$ cat src/rtl/ipr_pkg.sv
package ipr_pkg;
   // ==========================================================
   // Register offsets, one byte address each.
   // ==========================================================
   localparam logic [6:0] ADDR_ST_GYRO_X  = 7'h00;
   localparam logic [6:0] ADDR_ST_GYRO_Y  = 7'h01;
   localparam logic [6:0] ADDR_ST_GYRO_Z  = 7'h02;
   localparam logic [6:0] ADDR_ST_ACCEL_X = 7'h0D;
   localparam logic [6:0] ADDR_ST_ACCEL_Y = 7'h0E;
   localparam logic [6:0] ADDR_ST_ACCEL_Z = 7'h0F;
   localparam logic [6:0] ADDR_PWR_ONE    = 7'h6B;
   localparam logic [6:0] ADDR_PWR_TWO    = 7'h6C;
   localparam logic [6:0] ADDR_LEVEL_HIGH = 7'h72;
   localparam logic [6:0] ADDR_LEVEL_LOW  = 7'h73;
   localparam logic [6:0] ADDR_DATA_PORT  = 7'h74;
   localparam logic [6:0] ADDR_IDENTITY   = 7'h75;
   localparam logic [6:0] ADDR_TRIM_X_HI  = 7'h77;
   localparam logic [6:0] ADDR_TRIM_X_LO  = 7'h78;
   localparam logic [6:0] ADDR_TRIM_Y_HI  = 7'h7A;
   localparam logic [6:0] ADDR_TRIM_Y_LO  = 7'h7B;
   localparam logic [6:0] ADDR_TRIM_Z_HI  = 7'h7D;
   localparam logic [6:0] ADDR_TRIM_Z_LO  = 7'h7E;

   // ==========================================================
   // Field positions and widths.
   // ==========================================================
   localparam int PWR_RESET_BIT   = 7;
   localparam int PWR_SLEEP_BIT   = 6;
   localparam int PWR_CYCLE_BIT   = 5;
   localparam int PWR_RIDLE_BIT   = 4;
   localparam int PWR_THERM_BIT   = 3;
   localparam int LEVEL_WIDTH     = 13;
   localparam int TRIM_WIDTH      = 15;
   localparam int TRIM_LOW_BITS   = 7;
   localparam int AXES            = 3;

   // ==========================================================
   // Reset values.
   // ==========================================================
   localparam logic [7:0] ZERO_BYTE      = 8'h00;
   // Power-control-one default; a plain choice, adjustable here.
   localparam logic [7:0] PWR_ONE_RESET  = 8'h40;
   // Identity value is arbitrary.
   localparam logic [7:0] IDENTITY_VALUE = 8'hA5;
   // Factory images; arbitrary neutral values.
   localparam logic [7:0]  ST_GYRO_DEFAULT  = 8'h80;
   localparam logic [7:0]  ST_ACCEL_DEFAULT = 8'h70;
   localparam logic [14:0] TRIM_DEFAULT     = 15'h0000;
endpackage

$ cat src/rtl/ipr_byte_reg.sv
`timescale 1ns/10ps
// ==========================================================
// One writable byte with a factory image loaded at reset.
// ==========================================================
module ipr_byte_reg #(
   parameter logic [7:0] RESET_VALUE = 8'h00
) (
   input  wire logic       clk,
   input  wire logic       rst,
   input  wire logic       we,
   input  wire logic [7:0] wdata,
   output logic      [7:0] q
);
   logic [7:0] q_next;  // Next held value.

   // Write takes the new byte, otherwise hold.
   always_comb
   begin
      q_next = we ? wdata : q;
   end

   // Reset loads the constant image.
   always_ff @(posedge clk)
   begin
      if (rst)
         q <= RESET_VALUE;
      else
         q <= q_next;
   end
endmodule

$ cat src/rtl/ipr_trim_reg.sv
`timescale 1ns/10ps
// ==========================================================
// One 15-bit accelerometer trim value split over two bytes.
// ==========================================================
module ipr_trim_reg #(
   parameter logic [14:0] RESET_VALUE = 15'h0000
) (
   input  wire logic        clk,
   input  wire logic        rst,
   input  wire logic        we_high,
   input  wire logic        we_low,
   input  wire logic [7:0]  wdata,
   output logic      [7:0]  high_byte,
   output logic      [7:0]  low_byte
);
   logic [14:0] trim_reg;   // Held trim value.
   logic [14:0] trim_next;  // Its next value.

   // High byte writes bits 14..7, low byte bits 6..0 from 7..1.
   always_comb
   begin
      trim_next = trim_reg;
      if (we_high)
         trim_next[14:7] = wdata;
      if (we_low)
         trim_next[6:0] = wdata[7:1];
   end

   always_ff @(posedge clk)
   begin
      if (rst)
         trim_reg <= RESET_VALUE;
      else
         trim_reg <= trim_next;
   end

   // Bit 0 of the low byte is unused and reads zero.
   assign high_byte = trim_reg[14:7];
   assign low_byte  = {trim_reg[6:0], 1'b0};
endmodule

$ cat src/rtl/ipr_regs.sv
`timescale 1ns/10ps
// Operation
// Other registers reset to zero.
// Self-test registers load factory values at reset.
// Trim registers load factory offsets at reset.
// Power-control-one resets to a non-zero default.
// High register upper byte, low lower byte.
// Self-test bytes hold manufacturing codes.
// Host converts codes to LSB values.
// Power-control-one bit layout fixed.
// Queue level: read-only 13 bits, split.
// Trim is 15 bits, low bit0 unused.
// Sleeping: only power-control writes take effect.
module ipr_regs #(
   parameter logic [7:0]  ST_GX = ipr_pkg::ST_GYRO_DEFAULT,
   parameter logic [7:0]  ST_GY = ipr_pkg::ST_GYRO_DEFAULT,
   parameter logic [7:0]  ST_GZ = ipr_pkg::ST_GYRO_DEFAULT,
   parameter logic [7:0]  ST_AX = ipr_pkg::ST_ACCEL_DEFAULT,
   parameter logic [7:0]  ST_AY = ipr_pkg::ST_ACCEL_DEFAULT,
   parameter logic [7:0]  ST_AZ = ipr_pkg::ST_ACCEL_DEFAULT,
   parameter logic [14:0] TRIM_X = ipr_pkg::TRIM_DEFAULT,
   parameter logic [14:0] TRIM_Y = ipr_pkg::TRIM_DEFAULT,
   parameter logic [14:0] TRIM_Z = ipr_pkg::TRIM_DEFAULT
) (
   input  wire logic        clk,
   input  wire logic        rst,
   input  wire logic        wr_en,
   input  wire logic        rd_en,
   input  wire logic [6:0]  addr,
   input  wire logic [7:0]  wdata,
   input  wire logic [12:0] queue_level,
   input  wire logic [7:0]  queue_rd_byte,
   output logic      [7:0]  rdata,
   output logic             queue_pop,
   output logic             queue_push,
   output logic      [7:0]  queue_wr_byte,
   output logic             device_reset_req,
   output logic             sleep_mode,
   output logic             accel_duty_cycling,
   output logic             rate_sensor_idle,
   output logic             thermometer_off,
   output logic      [2:0]  clock_source_select,
   output logic      [7:0]  power_control_two
);
   // ==========================================================
   // Power control state.
   // ==========================================================
   logic [7:0] pwr_one_reg;   // First power-control register.
   logic [7:0] pwr_one_next;  // Its next value.
   logic [7:0] pwr_two_reg;   // Second power-control register.
   logic [7:0] pwr_two_next;  // Its next value.
   logic       awake;         // High when not sleeping.

   assign awake = ~pwr_one_reg[ipr_pkg::PWR_SLEEP_BIT];

   // Power-control writes stay accepted while sleeping, so the host
   // can always wake the part. The reset bit is self-clearing: it
   // asks for one pulse and then reloads the default.
   always_comb
   begin
      pwr_one_next = pwr_one_reg;
      pwr_two_next = pwr_two_reg;
      if (pwr_one_reg[ipr_pkg::PWR_RESET_BIT])
      begin
         // Device reset reloads both registers.
         pwr_one_next = ipr_pkg::PWR_ONE_RESET;
         pwr_two_next = ipr_pkg::ZERO_BYTE;
      end
      else if (wr_en && addr == ipr_pkg::ADDR_PWR_ONE)
         pwr_one_next = wdata;
      else if (wr_en && addr == ipr_pkg::ADDR_PWR_TWO)
         pwr_two_next = wdata;
   end

   always_ff @(posedge clk)
   begin
      if (rst)
      begin
         pwr_one_reg <= ipr_pkg::PWR_ONE_RESET;
         pwr_two_reg <= ipr_pkg::ZERO_BYTE;
      end
      else
      begin
         pwr_one_reg <= pwr_one_next;
         pwr_two_reg <= pwr_two_next;
      end
   end

   // ==========================================================
   // Write strobes for the factory-loaded registers.
   // ==========================================================
   logic wr_ok;  // Writes outside power control need the part awake.
   assign wr_ok = wr_en && awake;

   logic [7:0] st_gx, st_gy, st_gz, st_ax, st_ay, st_az;
   logic [7:0] tx_h, tx_l, ty_h, ty_l, tz_h, tz_l;

   // Self-test bytes: factory image at reset, writable later.
   ipr_byte_reg #(.RESET_VALUE(ST_GX)) u_st_gx
   (
      .clk(clk), .rst(rst), .wdata(wdata), .q(st_gx),
      .we(wr_ok && addr == ipr_pkg::ADDR_ST_GYRO_X)
   );
   ipr_byte_reg #(.RESET_VALUE(ST_GY)) u_st_gy
   (
      .clk(clk), .rst(rst), .wdata(wdata), .q(st_gy),
      .we(wr_ok && addr == ipr_pkg::ADDR_ST_GYRO_Y)
   );
   ipr_byte_reg #(.RESET_VALUE(ST_GZ)) u_st_gz
   (
      .clk(clk), .rst(rst), .wdata(wdata), .q(st_gz),
      .we(wr_ok && addr == ipr_pkg::ADDR_ST_GYRO_Z)
   );
   ipr_byte_reg #(.RESET_VALUE(ST_AX)) u_st_ax
   (
      .clk(clk), .rst(rst), .wdata(wdata), .q(st_ax),
      .we(wr_ok && addr == ipr_pkg::ADDR_ST_ACCEL_X)
   );
   ipr_byte_reg #(.RESET_VALUE(ST_AY)) u_st_ay
   (
      .clk(clk), .rst(rst), .wdata(wdata), .q(st_ay),
      .we(wr_ok && addr == ipr_pkg::ADDR_ST_ACCEL_Y)
   );
   ipr_byte_reg #(.RESET_VALUE(ST_AZ)) u_st_az
   (
      .clk(clk), .rst(rst), .wdata(wdata), .q(st_az),
      .we(wr_ok && addr == ipr_pkg::ADDR_ST_ACCEL_Z)
   );

   // Trim pairs keep the upper byte high and the lower byte low.
   ipr_trim_reg #(.RESET_VALUE(TRIM_X)) u_trim_x
   (
      .clk(clk), .rst(rst), .wdata(wdata),
      .we_high(wr_ok && addr == ipr_pkg::ADDR_TRIM_X_HI),
      .we_low(wr_ok && addr == ipr_pkg::ADDR_TRIM_X_LO),
      .high_byte(tx_h), .low_byte(tx_l)
   );
   ipr_trim_reg #(.RESET_VALUE(TRIM_Y)) u_trim_y
   (
      .clk(clk), .rst(rst), .wdata(wdata),
      .we_high(wr_ok && addr == ipr_pkg::ADDR_TRIM_Y_HI),
      .we_low(wr_ok && addr == ipr_pkg::ADDR_TRIM_Y_LO),
      .high_byte(ty_h), .low_byte(ty_l)
   );
   ipr_trim_reg #(.RESET_VALUE(TRIM_Z)) u_trim_z
   (
      .clk(clk), .rst(rst), .wdata(wdata),
      .we_high(wr_ok && addr == ipr_pkg::ADDR_TRIM_Z_HI),
      .we_low(wr_ok && addr == ipr_pkg::ADDR_TRIM_Z_LO),
      .high_byte(tz_h), .low_byte(tz_l)
   );

   // ==========================================================
   // Read mux and queue strobes, registered.
   // ==========================================================
   logic [7:0] rdata_next;       // Byte for the next read answer.
   logic       pop_next;         // Data-port read pops one byte.
   logic       push_next;        // Data-port write pushes one byte.
   logic [7:0] push_byte_next;   // Byte pushed.

   // Unmapped addresses read zero. The data port pops only on a
   // read; pushes are ignored while sleeping.
   always_comb
   begin
      pop_next       = rd_en && addr == ipr_pkg::ADDR_DATA_PORT;
      push_next      = wr_ok && addr == ipr_pkg::ADDR_DATA_PORT;
      push_byte_next = push_next ? wdata : queue_wr_byte;
      unique case (addr)
         ipr_pkg::ADDR_ST_GYRO_X:  rdata_next = st_gx;
         ipr_pkg::ADDR_ST_GYRO_Y:  rdata_next = st_gy;
         ipr_pkg::ADDR_ST_GYRO_Z:  rdata_next = st_gz;
         ipr_pkg::ADDR_ST_ACCEL_X: rdata_next = st_ax;
         ipr_pkg::ADDR_ST_ACCEL_Y: rdata_next = st_ay;
         ipr_pkg::ADDR_ST_ACCEL_Z: rdata_next = st_az;
         ipr_pkg::ADDR_PWR_ONE:    rdata_next = pwr_one_reg;
         ipr_pkg::ADDR_PWR_TWO:    rdata_next = pwr_two_reg;
         // Top three bits of the high level byte are unused.
         ipr_pkg::ADDR_LEVEL_HIGH:
            rdata_next = {3'h0, queue_level[12:8]};
         ipr_pkg::ADDR_LEVEL_LOW:
            rdata_next = queue_level[7:0];
         ipr_pkg::ADDR_DATA_PORT:  rdata_next = queue_rd_byte;
         ipr_pkg::ADDR_IDENTITY:   rdata_next = ipr_pkg::IDENTITY_VALUE;
         ipr_pkg::ADDR_TRIM_X_HI:  rdata_next = tx_h;
         ipr_pkg::ADDR_TRIM_X_LO:  rdata_next = tx_l;
         ipr_pkg::ADDR_TRIM_Y_HI:  rdata_next = ty_h;
         ipr_pkg::ADDR_TRIM_Y_LO:  rdata_next = ty_l;
         ipr_pkg::ADDR_TRIM_Z_HI:  rdata_next = tz_h;
         ipr_pkg::ADDR_TRIM_Z_LO:  rdata_next = tz_l;
         default:                  rdata_next = ipr_pkg::ZERO_BYTE;
      endcase
   end

   always_ff @(posedge clk)
   begin
      if (rst)
      begin
         rdata         <= ipr_pkg::ZERO_BYTE;
         queue_pop     <= 1'b0;
         queue_push    <= 1'b0;
         queue_wr_byte <= ipr_pkg::ZERO_BYTE;
      end
      else
      begin
         rdata         <= rdata_next;
         queue_pop     <= pop_next;
         queue_push    <= push_next;
         queue_wr_byte <= push_byte_next;
      end
   end

   // ==========================================================
   // Power-control fields decoded to the rest of the part.
   // ==========================================================
   // These are straight flip-flop bits of the two registers.
   assign device_reset_req    = pwr_one_reg[ipr_pkg::PWR_RESET_BIT];
   assign sleep_mode          = pwr_one_reg[ipr_pkg::PWR_SLEEP_BIT];
   assign accel_duty_cycling  = pwr_one_reg[ipr_pkg::PWR_CYCLE_BIT];
   assign rate_sensor_idle    = pwr_one_reg[ipr_pkg::PWR_RIDLE_BIT];
   assign thermometer_off     = pwr_one_reg[ipr_pkg::PWR_THERM_BIT];
   assign clock_source_select = pwr_one_reg[2:0];
   assign power_control_two   = pwr_two_reg;
endmodule

$ cat config.mk
export PLATFORM = sky130hd
export DESIGN_NAME = ipr_regs
export DESIGN_NICKNAME = d
export VERILOG_FILES = /design/src/rtl/ipr_pkg.sv /design/src/rtl/ipr_byte_reg.sv /design/src/rtl/ipr_trim_reg.sv /design/src/rtl/ipr_regs.sv
export SDC_FILE = /design/constraint.sdc
export NUM_CORES = 1
export LEC_CHECK = 0
export BUFFER_PORTS_ARGS = -buffer_cell sky130_fd_sc_hd__buf_2
export CAP_MARGIN = 15
export CORE_MARGIN = 10
export CORE_UTILIZATION = 58
export DETAILED_ROUTE_END_ITERATION = 12
export HOLD_SLACK_MARGIN = 0.06
export MAX_ROUTING_LAYER = met4
export PLACE_DENSITY = 0.78
export SLEW_MARGIN = 20
export SYNTH_ARGS = -nofsm -noshare
export SYNTH_HDL_FRONTEND = slang
export SYNTH_SLANG_ARGS = --single-unit
$ cat constraint.sdc
create_clock -name clk -period 1.65 [get_ports clk]
set_input_delay 0.165 -clock clk [delete_from_list [all_inputs] [get_ports clk]]
set_output_delay 0.165 -clock clk [all_outputs]
set_load 0.02 [all_outputs]
Yosys cells after proc, flatten, opt, wreduce, memory -nomap -nowiden
Cells that the tools add are included.
W data, S select, Z words.
{"block": "totals", "output_inout_bits": 34, "elab_cells": 60, "input_bits": 40, "ff_bits": 127}
{"block": "op_classes", "eq_ne": 17, "n_reduce_logical": 21, "muxes": 1, "bitwise": 2}
{"cell": "$pmux W8 S18", "count": 1}
{"cell": "$eq A7 B7 Y1 const B", "count": 12}
{"cell": "$eq A7 B4 Y1 const B", "count": 3}
{"cell": "$logic_and A1 B1 Y1", "count": 17}
{"cell": "$eq A7 B1 Y1 const B", "count": 1}
{"cell": "$eq A7 B2 Y1 const B", "count": 1}
{"cell": "$logic_not A7 Y1", "count": 1}
{"cell": "$reduce_or A3 Y1", "count": 1}
{"cell": "$not A1 Y1", "count": 2}
{"cell": "$reduce_and A2 Y1", "count": 1}
{"cell": "$reduce_or A2 Y1", "count": 1}

Longest topological paths before layout
{"block": "depth", "depth_word": 4, "depth_mapped": 8, "mapped_depth_nobuf": 5}

By module
From an unflattened synthesis, not the netlist that was laid out.
{"block": "hier_totals", "cells_unflattened": 658, "area_unflattened_um2": 6083.3}
{"module": "ipr_regs", "area_per_inst_um2": 2682.6, "n_inst": 1, "cells_per_inst": 352, "seq_area_each_um2": 680.7}
{"module": "ipr_trim_reg", "area_per_inst_um2": 548.0, "n_inst": 3, "cells_per_inst": 50, "seq_area_each_um2": 300.3}
{"module": "ipr_byte_reg at u_st_ax ...", "area_per_inst_um2": 295.3, "n_inst": 3, "cells_per_inst": 26, "seq_area_each_um2": 160.2}
{"module": "ipr_byte_reg at u_st_gx ...", "area_per_inst_um2": 290.3, "n_inst": 3, "cells_per_inst": 26, "seq_area_each_um2": 160.2}

Worst setup path before layout
No wires, ideal clock.
{"block": "synth_path", "path_type": "register -> register", "start": "reg pwr_one_reg[6]", "end": "reg u_trim_y.trim_reg[7]", "n_path_buf": 3, "slack_ns": 0.093, "synth_period_minus_slack_ns": 1.557, "arrival_ns": 1.487, "t_required_ns": 1.580, "stages_incl_launch_ff": 7, "setup_time_ns": 0.070, "cell_sequence": "dfxtp_1 -> nor2b_1 -> buf_2 -> buf_1 -> clkbuf_1 -> nand3_1 -> a21oi_1"}
{"block": "synth_via", "elab_chain_cells": 3}
{"item": "start: declaration", "line": "ipr_regs.sv:48", "text": "logic [7:0] pwr_one_reg;"}
{"item": "start signal: assignment", "line": "ipr_regs.sv:79", "text": "pwr_one_reg <= ipr_pkg::PWR_ONE_RESET;"}
{"item": "start signal: assignment", "line": "ipr_regs.sv:84", "text": "pwr_one_reg <= pwr_one_next;"}
{"item": "$not A1 Y1", "line": "ipr_regs.sv:54", "text": "assign awake = ~pwr_one_reg[ipr_pkg::PWR_SLEEP_BIT];"}
{"item": "$logic_and A1 B1 Y1", "line": "ipr_regs.sv:93", "text": "assign wr_ok = wr_en && awake;"}
{"item": "$logic_and A1 B1 Y1", "line": "ipr_regs.sv:141", "text": ".we_high(wr_ok && addr == ipr_pkg::ADDR_TRIM_Y_HI),"}
{"item": "end signal: assignment", "line": "ipr_trim_reg.sv:34", "text": "trim_reg <= trim_next;"}
{"item": "end: declaration", "line": "ipr_trim_reg.sv:16", "text": "logic [14:0] trim_reg;"}
No other way between the ends.
A chain may end at the register's enable or synchronous reset.

Worst setup path in the final report
{"block": "layout_path", "start": "reg pwr_one_reg[6]", "end": "reg u_st_az.q[3]"}
{"block": "layout_via", "elab_chain_cells": 3}
{"item": "$not A1 Y1", "line": "ipr_regs.sv:54"}
{"item": "$logic_and A1 B1 Y1", "line": "ipr_regs.sv:93"}
{"item": "$logic_and A1 B1 Y1", "line": "ipr_regs.sv:127", "text": ".we(wr_ok && addr == ipr_pkg::ADDR_ST_ACCEL_Z)"}
{"item": "end signal: assignment", "line": "ipr_byte_reg.sv:28", "text": "q <= q_next;"}
{"item": "end: declaration", "line": "ipr_byte_reg.sv:12", "text": "output logic [7:0] q"}
No other way between the ends.

==> summary.md <==
| Metric | Value |
|---|---|
| Distinct cells, synth | `61` |
| Footprint of the multi-input gates | `3190 µm²` |
| RSZ-0062 raised after global routing | `false` |
| Largest net degree at the start of global routing | `66` |
| Die H | `122 µm` |
| Via density | `roughly 6.3` |
| Io pins | `74` |
| Gate power share | `0.079` |
| DRT iter0 DRCs | `about 1,100` |
| CTS Sinks | `about 130` |
| Initial antenna violation count | `0` |
| Setup bufs post-CTS | `0` |
| Setup crit start kind | `flip-flop` |
| Highest-count cells in the layout ignoring fill and taps | `nand2_1, dfxtp_1, buf_4` |
| Nets | `around 930` |
| Power consumption | `7.33 mW` |
| Outcome | `finished clean` |
| Max-slew violation count | `0` |
| Fmax | `648 MHz` |
| Power per cell area | `between 900 and 1000 nW/µm²` |
| Avg Inst Size Synth | `8.16 µm²` |
| Rel. slew slack | `0.546` |
| Power share of the sequential group | `0.419` |
| Core area | `10,200 µm²` |
| Area Growth Syn to Fin | `31.0%` |
| Final cell count without fillers | `slightly above 1,000` |
| Final setup vio count | `0` |
| Worst path required time | `about 2.0 ns` |
| Mapped Area | `about 6000 µm²` |
| Final period utilization | `0.935` |
| Die X | `between 100 and 150 µm` |
| H-tree levels | `4` |
| Worst hold slack | `0.0537 ns` |
| Final Hold Fails | `0` |
| Clk pwr share | `0.502` |
| Post-DP HPWL | `between 15 and 20 mm` |
| Placed Cells incl. Taps | `around 1,000` |
| Worst hold path type | `input port to flip-flop` |
| Max-Cap Viols | `0` |
| Skew-Pair Late Insertion Delay | `~0.54 ns` |
| Mapped Cells | `about 740` |
| Worst Setup End Kind | `flip-flop` |
| DRC | `0` |
| Clk slew on worst S/H paths | `around 0.060 ns` |
| Synthesized Nets | `about 780` |
| Fillers | `about 740` |
| Minimum clock period | `1.54 ns` |
| Final GP Congestion | `between 1 and 1.5` |
| DR vias | `6,556` |
| Ys Warns | `0` |
| EDFF count, synth | `0` |
| Internal | `~5.6 mW` |
| Root Driver | `clkbuf_8` |
| Top_reg_cell synth | `dfxtp_1` |
| ANT nets after route | `0` |
| Starting Density | `0.589` |
| Peak supply drop | `around 0.73 mV` |
| Net Sw Frac | `0.238` |
| Crit Path Class | `flip-flop to flip-flop` |
| Register area | `roughly 2500 µm²` |
| Worst-path fanout max | `6` |
| Drt wl/cell | `22.6 µm` |
| Sw Pwr | `1.74 mW` |
| Layout cells sized above 1 | `0.274` |
| Slew @ Worst Pin | `just under 0.7 ns` |
| Vias in the first global route | `6,416` |
| Crit path arrival time | `roughly 1.9 ns` |
| Port Buffers | `73` |
| All-layer global routing usage | `0.324` |
| Async set-reset flop share out of synthesis | `0` |
| Global-route wire length before repair | `around 36 mm` |
| Die area | `around 15,000 µm²` |
| Setup_tns | `0 ns` |
| Commonest non-fill, non-tap cell in the layout | `nand2_1` |
| Drt first pass iters | `8` |
| Clock skew | `between 0.004 and 0.005 ns` |
| Gr ovfl total | `0` |
| CTS tree | `yes` |
| Max Root-Sink Buffers | `2` |
| Register area share after synthesis | `0.424` |
| Ant. Diodes | `0` |
| Leakage power | `approximately 3.3 nW` |
| Synth Register Bits | `approximately 130` |
| WL final | `23.5 mm` |
| Core Rows | `37` |
| Num CTS Buffers | `17` |
[worst paths after layout]
kind	start	endpoint	slack [ns]	cells after the start
min	queue_rd_byte[4]	rdata[4]$_SDFF_PP0_	0.05	3
max	pwr_one_reg[6]$_SDFFE_PP1N_	u_st_az.q[3]$_SDFFE_PP0P_	0.11	5
max reg2reg	pwr_one_reg[6]$_SDFFE_PP1N_	u_st_az.q[3]$_SDFFE_PP0P_	0.11	5
min reg2reg	u_st_gx.q[2]$_SDFFE_PP0P_	u_st_gx.q[2]$_SDFFE_PP0P_	0.45	2
[synth_stat cells (5+ instances only)]
master | number | area, µm²
nand2_1 | 158 | 593
dfxtp_1 | 127 | 2540
a21oi_1 | 74 | 370
nand3_1 | 60 | 300
nor2_1 | 53 | 199
mux2i_1 | 48 | 480
clkbuf_1 | 28 | 105
buf_2 | 25 | 125
a22oi_1 | 19 | 143
a31oi_1 | 13 | 81.3
and3_1 | 13 | 81.3
nor2b_1 | 7 | 43.8
o21ai_0 | 7 | 35.0
a32oi_1 | 6 | 52.6
and4b_1 | 5 | 50.1
nor3_1 | 5 | 25.0
o22ai_1 | 5 | 31.3
[per-layer routing]
metal / vias up / share of wire / global-route usage
met2: 436 / 0.47 / 0.512
met5: - / 0 / -
li1: 2926 / - / -
met3: 101 / 0.091 / 0.0680
met4: 0 / 0.059 / 0.195
met1: 3093 / 0.38 / 0.373
[timing repair]
item,in CTS,in global routing
hold buffers,5,0
setup endpoints to repair,1,21
hold endpoints to repair,6,0
gates resized for setup,2,4
pin swaps,0,0
[per-stage QoR]
step	util	setup WS [ns]	instance area (µm²)
after floorplan	-	0.0930	5990
after global placement	0.707	-0.246	7200
after detailed placement	0.707	-0.322	7200
after CTS	0.770	0.0314	7850
after global routing	0.771	0.0234	7850
final	0.771	0.107	7850
[kinds of logic (layout without fill, tap and decap cells)]
| family | Yosys count | count (layout) | synth area share |
|---|---|---|---|
| and+or+nand+nor | 337 | 337 | 0.269 |
| AOI/OAI and AO/OA | 156 | 156 | 0.171 |
| DFF | 127 | 127 | 0.424 |
| buffers and inverters | 63 | 230 | 0.0465 |
| muxes | 52 | 52 | 0.0895 |
[area by class of cell]
cell class / count / area share
repair buffers: 194 / 0.172
flip-flops and latches: 127 / 0.324
clock buffers: 22 / 0.0602
inverters: 4 / 0.00191
multi-input cells: 545 / 0.407
clock inverters: 10 / 0.0140
well taps: 136 / 0.0217
[power groups by stage]
| stage | clock [mW] | combinational, mW | sequential (mW) |
|---|---|---|---|
| 6_report | 3.68 | 0.579 | 3.07 |
| 5_1_grt | 3.81 | 0.600 | 3.07 |
| 4_1_cts | 3.68 | 0.555 | 3.07 |
| 3_5_place_dp | 0 | 0.541 | 3.14 |
| 3_3_place_gp | 0 | 0.533 | 3.14 |
| 2_1_floorplan | 0 | 0.234 | 3.14 |
[worst max-delay path, cell delays in order, from the launching register on]
cell      delay [ns]
dfxtp_1         0.36
nand2b_2        0.28
nor3_4          0.24
buf_4           0.22
mux2i_1         0.23
nor2_1          0.07
Note: power is estimated with default switching activity, not from simulation.
